[config.mk]
export PLATFORM = sky130hd
export DESIGN_NAME = spi_event_flags
export DESIGN_NICKNAME = d
export VERILOG_FILES = /design/src/rtl/spi_flags_pkg.sv /design/src/rtl/spi_event_if.sv /design/src/rtl/spi_event_detect.sv /design/src/rtl/spi_event_flags.sv
export SDC_FILE = /design/constraint.sdc
export NUM_CORES = 1
export LEC_CHECK = 0
export BUFFER_PORTS_ARGS = -buffer_cell sky130_fd_sc_hd__clkbuf_2
export CORE_MARGIN = 1.5
export CORE_UTILIZATION = 41
export DETAILED_ROUTE_END_ITERATION = 16
export PLACE_DENSITY_LB_ADDON = 0.05
export SYNTH_ARGS = -nofsm -noshare
export SYNTH_HDL_FRONTEND = slang
export SYNTH_SLANG_ARGS = --single-unit
[constraint.sdc]
create_clock -name pclk -period 6.3 [get_ports pclk]
set_clock_uncertainty 0.15 [all_clocks]
set_input_delay 0.945 -clock pclk [delete_from_list [all_inputs] [get_ports pclk]]
set_output_delay 0.945 -clock pclk [all_outputs]
set_load 0.02 [all_outputs]
[src/rtl/spi_flags_pkg.sv]
// spi_flags_pkg: register map, field positions, reset values and flag bit
// numbers for the serial unit's event flag block.
// assumes: a 32-bit APB register bus and a 32-entry FIFO in each direction.
package spi_flags_pkg;

	// =====================================================================
	// register offsets
	localparam int          ADDR_W     = 12;
	localparam logic [11:0] OFS_CTRL   = 12'h000;
	localparam logic [11:0] OFS_DMA    = 12'h01C;
	localparam logic [11:0] OFS_FLAGS  = 12'h020;
	localparam logic [11:0] OFS_INTEN  = 12'h024;

	// =====================================================================
	// fifo geometry
	localparam int         LVL_W      = 6;
	localparam logic [5:0] FIFO_DEPTH = 6'h20;
	localparam logic [5:0] LVL_EMPTY  = 6'h00;

	// =====================================================================
	// control register fields
	localparam int CTRL_MODE_BIT  = 0;
	localparam int CTRL_MULTI_BIT = 1;
	localparam int CTRL_NUM_LSB   = 16;
	localparam int NUM_W          = 16;
	localparam logic [31:0] CTRL_MASK = 32'hFFFF0003;
	localparam logic [31:0] CTRL_RST  = 32'h00000000;

	// =====================================================================
	// dma control register fields
	localparam int          THR_W       = 5;
	localparam int          DMA_RXT_LSB = 16;
	localparam int          DMA_TXT_LSB = 0;
	localparam logic [31:0] DMA_MASK    = 32'h001F001F;
	localparam logic [31:0] DMA_RST     = 32'h00000010;

	// =====================================================================
	// event flag bits
	localparam int FLAG_W      = 16;
	localparam int BIT_RX_UNDERRUN = 15;
	localparam int BIT_RX_OVERRUN  = 14;
	localparam int BIT_TX_UNDERRUN = 13;
	localparam int BIT_TX_OVERRUN  = 12;
	localparam int BIT_DONE    = 11;
	localparam int BIT_ABORT   = 9;
	localparam int BIT_FAULT   = 8;
	localparam int BIT_SS_DEA  = 5;
	localparam int BIT_SS_ASS  = 4;
	localparam int BIT_RX_FULL = 3;
	localparam int BIT_RX_THD  = 2;
	localparam int BIT_TX_EMPTY = 1;
	localparam int BIT_TX_THD  = 0;
	localparam logic [15:0] FLAG_MASK = 16'hFB3F;
	localparam logic [15:0] FLAG_RST  = 16'h0002;

	typedef logic [FLAG_W-1:0] flag_vec_t;

endpackage

[src/rtl/spi_event_if.sv]
// spi_event_if: carries configuration and fifo/select status from the
// flag register block to the event detector, and set/clear vectors back.
// assumes: both ends run on pclk.
`timescale 1ns/100ps
interface spi_event_if;
	import spi_flags_pkg::*;
	logic                 controller;
	logic                 multi_en;
	logic [THR_W-1:0]     rx_thr;
	logic [THR_W-1:0]     tx_thr;
	logic [NUM_W-1:0]     num_char;
	logic [NUM_W-1:0]     char_count;
	logic [LVL_W-1:0]     rx_level;
	logic [LVL_W-1:0]     tx_level;
	logic                 rx_pop;
	logic                 rx_push;
	logic                 tx_pop;
	logic                 tx_push;
	logic                 sel_n;
	logic                 psel_in_n;
	logic                 char_partial;
	logic                 collision;
	flag_vec_t            set_vec;
	flag_vec_t            hw_clr;
	logic                 stall;

	modport regs (output controller, multi_en, rx_thr, tx_thr, num_char, char_count, rx_level, tx_level,
	              output rx_pop, rx_push, tx_pop, tx_push, sel_n, psel_in_n, char_partial, collision,
	              input set_vec, hw_clr, stall);
	modport det  (input controller, multi_en, rx_thr, tx_thr, num_char, char_count, rx_level, tx_level,
	              input rx_pop, rx_push, tx_pop, tx_push, sel_n, psel_in_n, char_partial, collision,
	              output set_vec, hw_clr, stall);
endinterface

[src/rtl/spi_event_detect.sv]
// spi_event_detect: turns fifo levels, access strobes and select activity
// into per-flag set and hardware-clear requests, plus the clock stall.
// assumes: all inputs synchronous to pclk; select inputs active low.
`timescale 1ns/100ps
module spi_event_detect (
	input  wire logic pclk,    // system clock
	input  wire logic presetn, // async reset, active low
	spi_event_if.det  ev       // event link to the register block
);
	import spi_flags_pkg::*;

	logic sel_n_q_r;
	logic rx_full_q_r;
	logic done_q_r;
	logic rx_full;
	logic tx_empty;
	logic count_hit;

	// =====================================================================
	// history for edge detection
	always_ff @(posedge pclk or negedge presetn) begin
		if (!presetn) begin
			sel_n_q_r   <= 1'b1;
			rx_full_q_r <= 1'b0;
			done_q_r    <= 1'b0;
		end else begin
			sel_n_q_r   <= ev.sel_n;
			rx_full_q_r <= rx_full;
			done_q_r    <= count_hit;
		end
	end

	assign rx_full   = (ev.rx_level == FIFO_DEPTH);
	assign tx_empty  = (ev.tx_level == LVL_EMPTY);
	assign count_hit = ev.controller && (ev.char_count == ev.num_char);

	// =====================================================================
	// set conditions
	always_comb begin
		ev.set_vec = '0;
		ev.set_vec[BIT_RX_UNDERRUN] = ev.rx_pop && (ev.rx_level == LVL_EMPTY);
		ev.set_vec[BIT_RX_OVERRUN]  = !ev.controller && ev.rx_push && rx_full;
		ev.set_vec[BIT_TX_UNDERRUN] = !ev.controller && ev.tx_pop && tx_empty;
		ev.set_vec[BIT_TX_OVERRUN]  = ev.tx_push && (ev.tx_level == FIFO_DEPTH);
		ev.set_vec[BIT_DONE]    = count_hit && !done_q_r;
		ev.set_vec[BIT_ABORT]   = !ev.controller && ev.sel_n && !sel_n_q_r && ev.char_partial;
		ev.set_vec[BIT_FAULT]   = (ev.controller && ev.multi_en && !ev.psel_in_n)
		                          || ev.collision;
		ev.set_vec[BIT_SS_DEA]  = ev.sel_n && !sel_n_q_r;
		ev.set_vec[BIT_SS_ASS]  = !ev.sel_n && sel_n_q_r;
		ev.set_vec[BIT_RX_FULL] = rx_full && !rx_full_q_r;
		ev.set_vec[BIT_RX_THD]  = ev.rx_level > {1'b0, ev.rx_thr};
		ev.set_vec[BIT_TX_EMPTY] = tx_empty;
		ev.set_vec[BIT_TX_THD]  = ev.tx_level < {1'b0, ev.tx_thr};
	end

	// =====================================================================
	// hardware clears of the level-tracking threshold flags
	always_comb begin
		ev.hw_clr = '0;
		ev.hw_clr[BIT_RX_THD] = ev.rx_level < {1'b0, ev.rx_thr};
		ev.hw_clr[BIT_TX_THD] = ev.tx_level > {1'b0, ev.tx_thr};
	end

	// controller holds its serial clock instead of over/underrunning
	assign ev.stall = ev.controller && (rx_full || tx_empty);

endmodule

[src/rtl/spi_event_flags.sv]
// spi_event_flags: event flag register block of the serial unit, with an
// APB slave, interrupt enable mask, threshold and mode registers.
// assumes: fifo levels, strobes and select inputs come synchronous to pclk;
// fifo depth 32; selects active low.
//
// Overview of operation
// - reading an empty receive fifo sets the receive underrun flag, bit 15.
// - peripheral mode write into a full receive fifo sets receive overrun, bit 14.
// - controller mode stalls clock on full receive fifo; never sets receive overrun.
// - controller mode stalls clock on empty transmit fifo; no transmit underrun.
// - write into a full transmit fifo sets transmit overrun flag, bit 12.
// - controller mode sets done flag, bit 11, when character count is reached.
// - peripheral select released mid-character sets abort flag, bit 9.
// - controller with multi-controller enabled sets fault, bit 8, on active select input.
// - a bus collision also sets the fault flag, bit 8.
// - select release sets bit 5; select assertion sets bit 4.
// - receive fifo becoming full sets receive full flag, bit 3.
// - receive level above threshold sets bit 2; below threshold clears it.
// - empty transmit fifo sets transmit empty flag, bit 1; resets to one.
// - transmit level below threshold sets bit 0; above threshold clears it.
// - receive threshold is dma control bits 20:16; 0 to 30 valid, 31 invalid.
// - transmit threshold is dma control bits 4:0, reset value 0x10.
`timescale 1ns/100ps
module spi_event_flags (
	input  wire logic                              pclk,          // system clock, 20 MHz
	input  wire logic                              presetn,       // async reset, active low
	input  wire logic                              psel,          // apb select
	input  wire logic                              penable,       // apb access phase
	input  wire logic                              pwrite,        // apb direction, 1 = write
	input  wire logic [spi_flags_pkg::ADDR_W-1:0]  paddr,         // apb byte address
	input  wire logic [31:0]                       pwdata,        // apb write data
	output logic      [31:0]                       prdata,        // apb read data
	output logic                                   pready,        // apb ready
	output logic                                   pslverr,       // apb error on unmapped address
	input  wire logic [spi_flags_pkg::LVL_W-1:0]   rx_level,      // receive fifo fill level
	input  wire logic [spi_flags_pkg::LVL_W-1:0]   tx_level,      // transmit fifo fill level
	input  wire logic                              rx_pop,        // attempt to read receive fifo
	input  wire logic                              rx_push,       // shifter writes a received char
	input  wire logic                              tx_pop,        // shifter fetches a char to send
	input  wire logic                              tx_push,       // attempt to write transmit fifo
	input  wire logic [spi_flags_pkg::NUM_W-1:0]   char_count,    // characters sent this transfer
	input  wire logic                              sel_n,         // own select line, active low
	input  wire logic                              psel_in_n,     // peripheral select input, active low
	input  wire logic                              char_partial,  // character reception in progress
	input  wire logic                              collision,     // bus collision seen
	output logic                                   irq,           // level interrupt
	output logic                                   sclk_hold,     // controller must stall its clock
	output logic                                   controller,    // controller mode selected
	output logic [spi_flags_pkg::THR_W-1:0]        rx_thr,        // receive threshold setting
	output logic [spi_flags_pkg::THR_W-1:0]        tx_thr         // transmit threshold setting
);
	import spi_flags_pkg::*;

	spi_event_if ev ();

	logic [31:0] ctrl_r;
	logic [31:0] dma_r;
	flag_vec_t   flags_r;
	flag_vec_t   flags_nxt;
	flag_vec_t   inten_r;
	logic [31:0] prdata_r;
	logic        pready_r;
	logic        pslverr_r;
	logic        irq_r;
	logic        sclk_hold_r;
	logic [31:0] rd_mux;
	logic        mapped;
	logic        setup;
	logic        wr_en;
	flag_vec_t   sw_clr;

	// =====================================================================
	// apb decode
	assign setup = psel && !penable;
	assign wr_en = psel && penable && pwrite && pready_r && !pslverr_r;

	always_comb begin
		mapped = 1'b1;
		rd_mux = 32'h00000000;
		unique case (paddr)
			OFS_CTRL:  rd_mux = ctrl_r;
			OFS_DMA:   rd_mux = dma_r;
			OFS_FLAGS: rd_mux = {16'h0000, flags_r & FLAG_MASK};
			OFS_INTEN: rd_mux = {16'h0000, inten_r & FLAG_MASK};
			default:   mapped = 1'b0;
		endcase
	end

	// =====================================================================
	// apb response: ready one cycle after setup, so no wait states
	always_ff @(posedge pclk or negedge presetn) begin
		if (!presetn) begin
			pready_r  <= 1'b0;
			pslverr_r <= 1'b0;
		end else begin
			pready_r  <= setup;
			pslverr_r <= setup && !mapped;
		end
	end

	always_ff @(posedge pclk or negedge presetn) begin
		if (!presetn) begin
			prdata_r <= 32'h00000000;
		end else if (setup && !pwrite) begin
			prdata_r <= rd_mux;
		end else if (pready_r) begin
			prdata_r <= 32'h00000000;
		end
	end

	// =====================================================================
	// configuration registers
	always_ff @(posedge pclk or negedge presetn) begin
		if (!presetn) begin
			ctrl_r <= CTRL_RST;
		end else if (wr_en && paddr == OFS_CTRL) begin
			ctrl_r <= pwdata & CTRL_MASK;
		end
	end

	always_ff @(posedge pclk or negedge presetn) begin
		if (!presetn) begin
			dma_r <= DMA_RST;
		end else if (wr_en && paddr == OFS_DMA) begin
			dma_r <= pwdata & DMA_MASK;
		end
	end

	always_ff @(posedge pclk or negedge presetn) begin
		if (!presetn) begin
			inten_r <= '0;
		end else if (wr_en && paddr == OFS_INTEN) begin
			inten_r <= pwdata[FLAG_W-1:0] & FLAG_MASK;
		end
	end

	// =====================================================================
	// detector link
	assign ev.controller   = ctrl_r[CTRL_MODE_BIT];
	assign ev.multi_en     = ctrl_r[CTRL_MULTI_BIT];
	assign ev.num_char     = ctrl_r[CTRL_NUM_LSB +: NUM_W];
	assign ev.rx_thr       = dma_r[DMA_RXT_LSB +: THR_W];
	assign ev.tx_thr       = dma_r[DMA_TXT_LSB +: THR_W];
	assign ev.char_count   = char_count;
	assign ev.rx_level     = rx_level;
	assign ev.tx_level     = tx_level;
	assign ev.rx_pop       = rx_pop;
	assign ev.rx_push      = rx_push;
	assign ev.tx_pop       = tx_pop;
	assign ev.tx_push      = tx_push;
	assign ev.sel_n        = sel_n;
	assign ev.psel_in_n    = psel_in_n;
	assign ev.char_partial = char_partial;
	assign ev.collision    = collision;

	spi_event_detect detect (
		.pclk    (pclk),
		.presetn (presetn),
		.ev      (ev)
	);

	// =====================================================================
	// flag bits: set wins over any clear; reserved bits stay zero
	assign sw_clr = (wr_en && paddr == OFS_FLAGS) ? pwdata[FLAG_W-1:0] : '0;

	for (genvar i = 0; i < FLAG_W; i++) begin : g_flag
		if (FLAG_MASK[i]) begin : g_impl
			assign flags_nxt[i] = ev.set_vec[i] ? 1'b1 :
			                      (ev.hw_clr[i] || sw_clr[i]) ? 1'b0 : flags_r[i];
		end else begin : g_rsvd
			assign flags_nxt[i] = 1'b0;
		end
	end

	always_ff @(posedge pclk or negedge presetn) begin
		if (!presetn) begin
			flags_r <= FLAG_RST;
		end else begin
			flags_r <= flags_nxt;
		end
	end

	// =====================================================================
	// interrupt and stall outputs
	always_ff @(posedge pclk or negedge presetn) begin
		if (!presetn) begin
			irq_r <= 1'b0;
		end else begin
			irq_r <= |(flags_nxt & inten_r);
		end
	end

	always_ff @(posedge pclk or negedge presetn) begin
		if (!presetn) begin
			sclk_hold_r <= 1'b0;
		end else begin
			sclk_hold_r <= ev.stall;
		end
	end

	assign prdata     = prdata_r;
	assign pready     = pready_r;
	assign pslverr    = pslverr_r;
	assign irq        = irq_r;
	assign sclk_hold  = sclk_hold_r;
	assign controller = ctrl_r[CTRL_MODE_BIT];
	assign rx_thr     = dma_r[DMA_RXT_LSB +: THR_W];
	assign tx_thr     = dma_r[DMA_TXT_LSB +: THR_W];

endmodule

Word-level counts from Yosys, hierarchy flattened. Index checks and enable logic that the tools add are counted.

$mul: 0. Reduce and logical (&&, ||, !) cells: 48. $add $sub $neg: 0. Eq/ne operators: 6. Multiplexer cells: 31. Bitwise logic cells: 1. Shifts and indexed selects: 0. Div/mod/pow operators: 0. $lt $le $gt $ge: 4.

Operators with widths (count): case mux 32 bit (4 select lines) (1); 2-to-1 mux 32 bit (2); logical AND 1 bit (28); 2-to-1 mux 1 bit (27); == test 12 x 6 -> 1 bit (second input constant) (2); bitwise AND 16 bit (1); == test 16 bit (1); 2-to-1 mux 16 bit (1); OR reduction 16 bit (1); == test 12 x 5 -> 1 bit (second input constant) (1); == test 6 bit (second input constant) (2); > comparator 6 x 5 -> 1 bit (2); logical NOT 12 bit (1); logical NOT 6 bit (2); < comparator 6 x 5 -> 1 bit (2); logical NOT 1 bit (10); logical OR 1 bit (4); OR reduction 4 bit (1); nonzero test 2 bit (1).

Memory bits (read-only): 0. Bits in registers: 93. RAM bits: 0. Input bits: 85. Memories kept: 0. Latch bits: 0.

Logic depth before layout (Yosys ltp). Gate-level depths: netlist (run 1).

Word-level depth: 11. Gate-level depth with buffers: 8. Gate-level depth less buffers: 8.

Modules after synthesis. Synthesis (run 1) repeated with hierarchy kept, for this count alone.

Cell total of the unflattened synthesis: 419. Area total of the unflattened synthesis: 4732.0 sq um.

By module, submodules not included: spi_event_flags (cells each 323, times used 1, sequential area each 2179.6 sq um, area an instance 3935.0 sq um); spi_event_detect (cells each 96, times used 1, sequential area each 76.3 sq um, area an instance 797.0 sq um).

Least setup slack after synthesis (run 1). No wires, ideal clock.

Path kind: input-to-reg. Start: in paddr[7] (netlist bit). End: reg ctrl_r[16]. Stages on the path: 7. Arrival: 2600 ps. Path buffers: 2. Required time: 6023 ps. Slack: 3423 ps. Cell sequence: nor4_4 nand2_2 nor4b_4 nor2b_1 buf_4 buf_6 mux2_1.

Longest elaborated chain between the ends: 2.

Ends and longest elaborated chain: start: declaration (RTL line spi_event_flags.sv:30) `input wire logic [spi_flags_pkg::ADDR_W-1:0] paddr,`; logical NOT 12 bit (RTL line spi_event_flags.sv:116) `end else if (wr_en && paddr == OFS_CTRL) begin`; logical AND 1 bit (RTL line spi_event_flags.sv:116); end signal: assignment (RTL line spi_event_flags.sv:117) `ctrl_r <= pwdata & CTRL_MASK;`; end: declaration (RTL line spi_event_flags.sv:56) `logic [31:0] ctrl_r;`.

No other way between the ends. A chain may end at the register's enable or synchronous reset.

Worst setup path in the final report (run 1).
Start: in paddr[2] (netlist bit). End: reg irq_r (netlist: irq).

RTL lines: == test 12 x 6 -> 1 bit (RTL line spi_event_flags.sv:164) `assign sw_clr = (wr_en && paddr == OFS_FLAGS) ? pwdata[FLAG_W-1:0] : '0;`; logical AND 1 bit (RTL line spi_event_flags.sv:164); 2-to-1 mux 16 bit (RTL line spi_event_flags.sv:164); 2-to-1 mux 1 bit (RTL line spi_event_flags.sv:169) `(ev.hw_clr[i] || sw_clr[i]) ? 1'b0 : flags_r[i];`; 2-to-1 mux 1 bit (RTL line spi_event_flags.sv:168) `assign flags_nxt[i] = ev.set_vec[i] ? 1'b1 :`; net flags_nxt[9] (RTL line spi_event_flags.sv:59) `flag_vec_t flags_nxt;`; bitwise AND 16 bit (RTL line spi_event_flags.sv:189) `irq_r <= |(flags_nxt & inten_r);`; OR reduction 16 bit (RTL line spi_event_flags.sv:189); end signal: assignment (RTL line spi_event_flags.sv:189); end: declaration (RTL line spi_event_flags.sv:64) `logic irq_r;`.

The timed path passes the listed nets, and every way through them passes these cells.

==> flow_summary.toml, run 1 <==
[run_status]
outcome = "finished clean"

[grt]
grt_pass1_wl_mm = 18.37
antenna_found_initial = 0
grt_max_degree = 74
grt_pass1_vias = 3375
gr-total-overflow = 0
track_usage = 0.2142

[placement]
dp.cells = 641
place.gp.congestion = 0.8081
dpl.hpwl_mm = 8.474
io_buffers = 125
placed_cell_area_mm2 = 0.005140

[power_and_ir_drop]
power.share.clock = 0.397
vdd_drop_max_mv = 0.09528
combPwrFrac = 0.082
power.total_mw = 1.135
powerDensity_mw_per_mm2 = 211.5
pwr-share-seq = 0.521
p_int_uw = 859.8
p_sw_frac = 0.2424
switchingPower_uw = 275.1
p_leak_nw = 2.708

[clocking]
cts_tree = "yes"
clockBufferDepth = 2
cts_root_buffer = "clkbuf_8"
cts.sink_count = 90
postCtsResizedCells = 0
cts_buffers = 9
cts.hold.buffers_added = 0
cts.clk_slew.worst_paths_ns = 0.10
htree_levels = 3
clock_latency_ns = 0.36
post_cts.repair.setup_buffers = 0

[timing]
tightest_slew_ns = 1.037
fin_crit_ns = 3.477
setup_viol = 0
slew-limit-headroom = 0.3056
tns_ns = 0
hold_viol = 0
period_share = 0.5519
drv_slew = 0
max_freq_mhz = 287.6
rsz0062_at_grt = "false"

[route]
firstDrtPassIters = 4
avgViaCountPerCell = 5.353
routed_wl_mm = 11.54
drt_iter0_drc = 163
routedWlPerCell_um = 17.56
drc = 0
vias = 3517
postRouteAntennaNets = 0

[synth]
seq_area_frac_synth = 0.5138
synthTopCellsByCount = "87 x dfrtp_1, 38 x nand2_1, 32 x o21ai_0"
synth_most_common_cell = "dfrtp_1"
synth_cells = 390
ys_ff_latch = 90
synth_top_area_share = 0.4959
synth_edf_count = 0
synth_area_mm2 = 0.004390
ys_warn_count = 0
synth_cell_type_count = 60
synth_area_leaders = "dfrtp_1 50%, mux2_2 5.1%, o21ai_0 3.6%"
synth_largest_area_cell = "dfrtp_1"
avgSynthCellArea_um2 = 11.26
synthArstFlopShare = 1.000
synthFlopType = "dfrtp_1"

[die]
die_area_mm2 = 0.01134
io_pins = 132
die_w_um = 106.5
start_util = 0.4234
row_count = 37
die_y_um = 106.5
core_mm2 = 0.01037

[setup_path]
start_kind = "primary input"
crit_type = "primary input to register"
crit_required_ns = 6.35
cp_max_fo = 20
cp-end-kind = "register"
cp.arrival_ns = 3.53

[finish]
syn2layout_area_growth_pct = 22.23
n_antenna_cell = 0
fin_cells = 657
fin_nets = 611
fin_area_mm2 = 0.005366
drive_gt1_frac = 0.3512

[hold_path]
min-delay-path-class = "primary input to async pin"

[run]
maxCapViolCount = 0
-- cell families after synthesis --
| group | Yosys count | synth area share |
|---|---|---|
| xor+xnor | 16 | 0.03192 |
| compound gates | 85 | 0.1317 |
| buf+inv | 34 | 0.03619 |
| simple gates | 110 | 0.1479 |
| flops | 90 | 0.5138 |
| other cells | 1 | 0.0008541 |
| fa+ha+maj | 10 | 0.02850 |
| mux | 44 | 0.1091 |
-- critical path, stage by stage --
cell,delay [ns]
clkbuf_2,0.40
nor4b_2,0.49
nand3_1,0.46
o22a_1,0.33
a22o_1,0.23
a2111oi_0,0.45
nand4_1,0.20
-- path summary, 6_finish.rpt --
kind | startpoint | slack, ns | to | depth (start not counted)
max | paddr[2] | 2.82 | irq | 7
min | presetn | 0.28 | prdata[28] | 1
max reg2reg | pslverr | 3.38 | inten_r[11] | 5
min reg2reg | detect.rx_full_q_r | 0.31 | flags_r[3] | 1
max in group asynchronous | presetn | 4.50 | prdata[0] | 2
min in group pclk | detect.rx_full_q_r | 0.31 | flags_r[3] | 1
-- through the flow --
stage / hold WS [ns] / util / setup WS, ns
final: 0.2785 / 0.5175 / 2.823
after global routing: 0.2796 / 0.5175 / 2.643
after CTS: 0.2775 / 0.5175 / 2.812
after detailed placement: 0.2890 / 0.4957 / 2.414
after global placement: 0.2937 / 0.4957 / 2.495
after floorplan: 0.2649 / - / 3.423
-- cell type report --
class	count	area [um2]
clock buffers	10	137.6
clock inverters	6	88.84
fillers	970	5004
inverters	18	67.56
multi-input cells	268	1988
flip-flops and latches	90	2256
well taps	136	170.2
repair buffers	129	658.1
-- flip-flops by register name, indices dropped and copies added (netlist names), 10 cells and up --
register  cells
prdata       29
ctrl_r       18
flags_r      13
inten_r      13
dma_r        10
-- power by group through the flow --
stage / Sequential, mW / Combinational [mW] / Clock [mW]
final: 0.591 / 0.0927 / 0.451
after global routing: 0.592 / 0.104 / 0.479
after CTS: 0.591 / 0.0939 / 0.458
after detailed placement: 0.603 / 0.0933 / 0
after global placement: 0.602 / 0.0926 / 0
after floorplan: 0.603 / 0.0385 / 0
-- cell usage in the layout (no fill, tap or decap), types with 8 or more instances in the layout --
cell type | netlist | final
clkbuf_2 | 0 | 124
dfrtp_1 | 87 | 87
nand2_1 | 38 | 38
o21ai_0 | 32 | 32
mux2_2 | 20 | 20
inv_1 | 18 | 18
nor2_1 | 18 | 17
xor2_1 | 13 | 13
mux2i_1 | 13 | 13
a22o_1 | 12 | 12
mux2_1 | 11 | 11
ha_1 | 10 | 10
clkbuf_8 | 0 | 10
nand4_1 | 8 | 8
-- metal layers --
layer | vias up | share of wire | global-route usage
met1 | 1721 | 0.46 | 0.3082
met4 | 0 | 0.012 | 0.06190
met2 | 108 | 0.47 | 0.3346
li1 | 1675 | - | -
met5 | - | 0 | 0
met3 | 13 | 0.057 | 0.03433
(Power assumes the default switching activity.)
==> inputs of run 2 (changes only) <==
- clock period: 6.3 -> 3.35 ns (I/O delays scaled with it)
==> run 2 against run 1 <==
  * Utilization grew 0.35 points
  * Routed wire length fell by 0.15%
  * Via count is 0.68% lower
  * Design area grew 0.68%
  * Clock power is 66% higher
  * Worst hold slack worse by 0.22 ns
  * Sequential power is 88% higher
  * Setup slack got worse by 2.0 ns
  * Count of clock-buffer cells in the layout grew 1
  * Critical endpoint unchanged
  * First-iteration DRC count is 39% lower
  * Final cell count is 1.4% higher
  * Combinational power rose by 90%
==> flow_summary.toml, run 2 (synthesized netlist as in run 1, its figures left out) <==
[run_status]
outcome = "finished clean"

[placement]
dpl.hpwl_mm = 8.707
io_buffers = 125
placed_cell_area_mm2 = 0.005207
place.gp.congestion = 0.8060

[finish]
syn2layout_area_growth_pct = 23.05
finish.utilization = 0.5210
mostFrequentLayoutCells = "124 x clkbuf_2, 87 x dfrtp_1, 38 x nand2_1, 32 x o21ai_0, 20 x mux2_2"
regArea_mm2 = 0.002256
fin_area_mm2 = 0.005403
n_antenna_cell = 0
largest_reg_flops = 29
fillers = 1002
fin_nets = 620
multi_input_area_mm2 = 0.001988
final_common_cell = "clkbuf_2"
drive_gt1_frac = 0.3604

[timing]
setup_viol = 0
drv_slew = 0
slew-limit-headroom = 0.4974
max_freq_mhz = 395.5
hold_viol = 0
rsz0062_at_grt = "false"
fin_crit_ns = 2.528
period_share = 0.7547
tns_ns = 0
tightest_slew_ns = 0.7539

[clocking]
clock_latency_ns = 0.36
htree_levels = 3
cts.sink_count = 90
post_cts.repair.setup_buffers = 0
cts_tree = "yes"
cts.hold.buffers_added = 0
clockBufferDepth = 2
cts.clk_slew.worst_paths_ns = 0.09
cts_buffers = 9
cts_root_buffer = "clkbuf_8"
postCtsResizedCells = 0

[die]
start_util = 0.4234
row_count = 37
io_pins = 132
die_w_um = 106.5
die_area_mm2 = 0.01134
die_y_um = 106.5
core_mm2 = 0.01037

[power_and_ir_drop]
p_leak_nw = 2.749
combPwrFrac = 0.086
vdd_drop_max_mv = 0.2069
switchingPower_uw = 498.3
powerDensity_mw_per_mm2 = 377.3
p_sw_frac = 0.2445
power.total_mw = 2.038
pwr-share-seq = 0.545
p_int_mw = 1.540
power.share.clock = 0.368

[grt]
grt_pass1_vias = 3550
grt_pass1_wl_mm = 18.62
track_usage = 0.2182
grt_max_degree = 59
antenna_found_initial = 0
gr-total-overflow = 0

[route]
firstDrtPassIters = 4
dr_wl_met3_um = 508
routed_wl_mm = 11.52
postRouteAntennaNets = 0
drt_iter0_drc = 99
topRoutingLayerUsed = "met4"
wl_met1_mm = 5.417
dr_wl_met2_mm = 5.380
avgViaCountPerCell = 5.245
vias = 3493
routedWlPerCell_um = 17.30
drc = 0

[setup_path]
reg2reg_from = "pslverr"
crit_required_ns = 3.43
rr_worst_depth = 6
cp-end-kind = "register"
r2r_setup_slack_ns = 0.82
start_kind = "register"
cp.arrival_ns = 2.61
reg2reg_to = "irq"
crit_type = "register to register"
cp_max_fo = 8

[hold_path]
min-delay-path-class = "primary input to async pin"

[run]
maxCapViolCount = 0
-- run 2: cell types whose count changed in the layout (fill, tap and decap cells not counted), sizes merged --
cell | previous run | this run
clkinvlp | 2 | 0
clkbuf | 134 | 135
buf | 5 | 14
bufinv | 2 | 1
clkinv | 1 | 4
inv | 19 | 18
-- run 2: final cells by class --
class,instances,share of cell area
clock buffers,11,0.02617
clock inverters,5,0.009958
inverters,18,0.01251
multi-input cells,268,0.3680
flip-flops and latches,90,0.4176
well taps,136,0.03150
repair buffers,138,0.1343
-- run 2: per-layer routing --
metal / up-vias / global-route usage
met1: 1702 / 0.3031
li1: 1690 / -
met3: 14 / 0.03495
met5: - / 0
met4: 0 / 0.08857
met2: 87 / 0.3410
-- run 2: worst max-delay path by stage --
stage                     startpoint          to  cells after the start  slack (ns)
after global placement       penable         irq                      7        0.63
after detailed placement   paddr[11]         irq                      7        0.59
after global routing         pslverr         irq                      6        0.66
after CTS                    pslverr         irq                      6        0.76
final                        pslverr         irq                      6        0.82
after floorplan             paddr[7]  ctrl_r[16]                      7        0.92
-- run 2: stage by stage --
stage	cells	hold slack, ns	setup WS, ns
3_3_place_gp	650	0.2917	0.6251
3_5_place_dp	650	0.2982	0.5914
4_1_cts	666	0.07940	0.7606
6_report	666	0.05450	0.8217
2_1_floorplan	392	0.05691	0.9155
5_1_grt	666	0.09803	0.6640
-- run 2: power by group through the flow --
stage          combinational (mW)  sequential (mW)  clock (mW)
2_1_floorplan              0.0723             1.13           0
3_3_place_gp                0.177             1.13           0
3_5_place_dp                0.180             1.13           0
4_1_cts                     0.180             1.11       0.776
5_1_grt                     0.197             1.11       0.819
6_report                    0.176             1.11       0.750
-- run 2: worst max-delay path, stage by stage (launching register included) --
cell	delay, ns
dfrtp_1	0.39
and4b_1	0.38
nand2_1	0.33
o41ai_2	0.36
o21ai_1	0.13
a2111oi_0	0.50
nand4_1	0.15
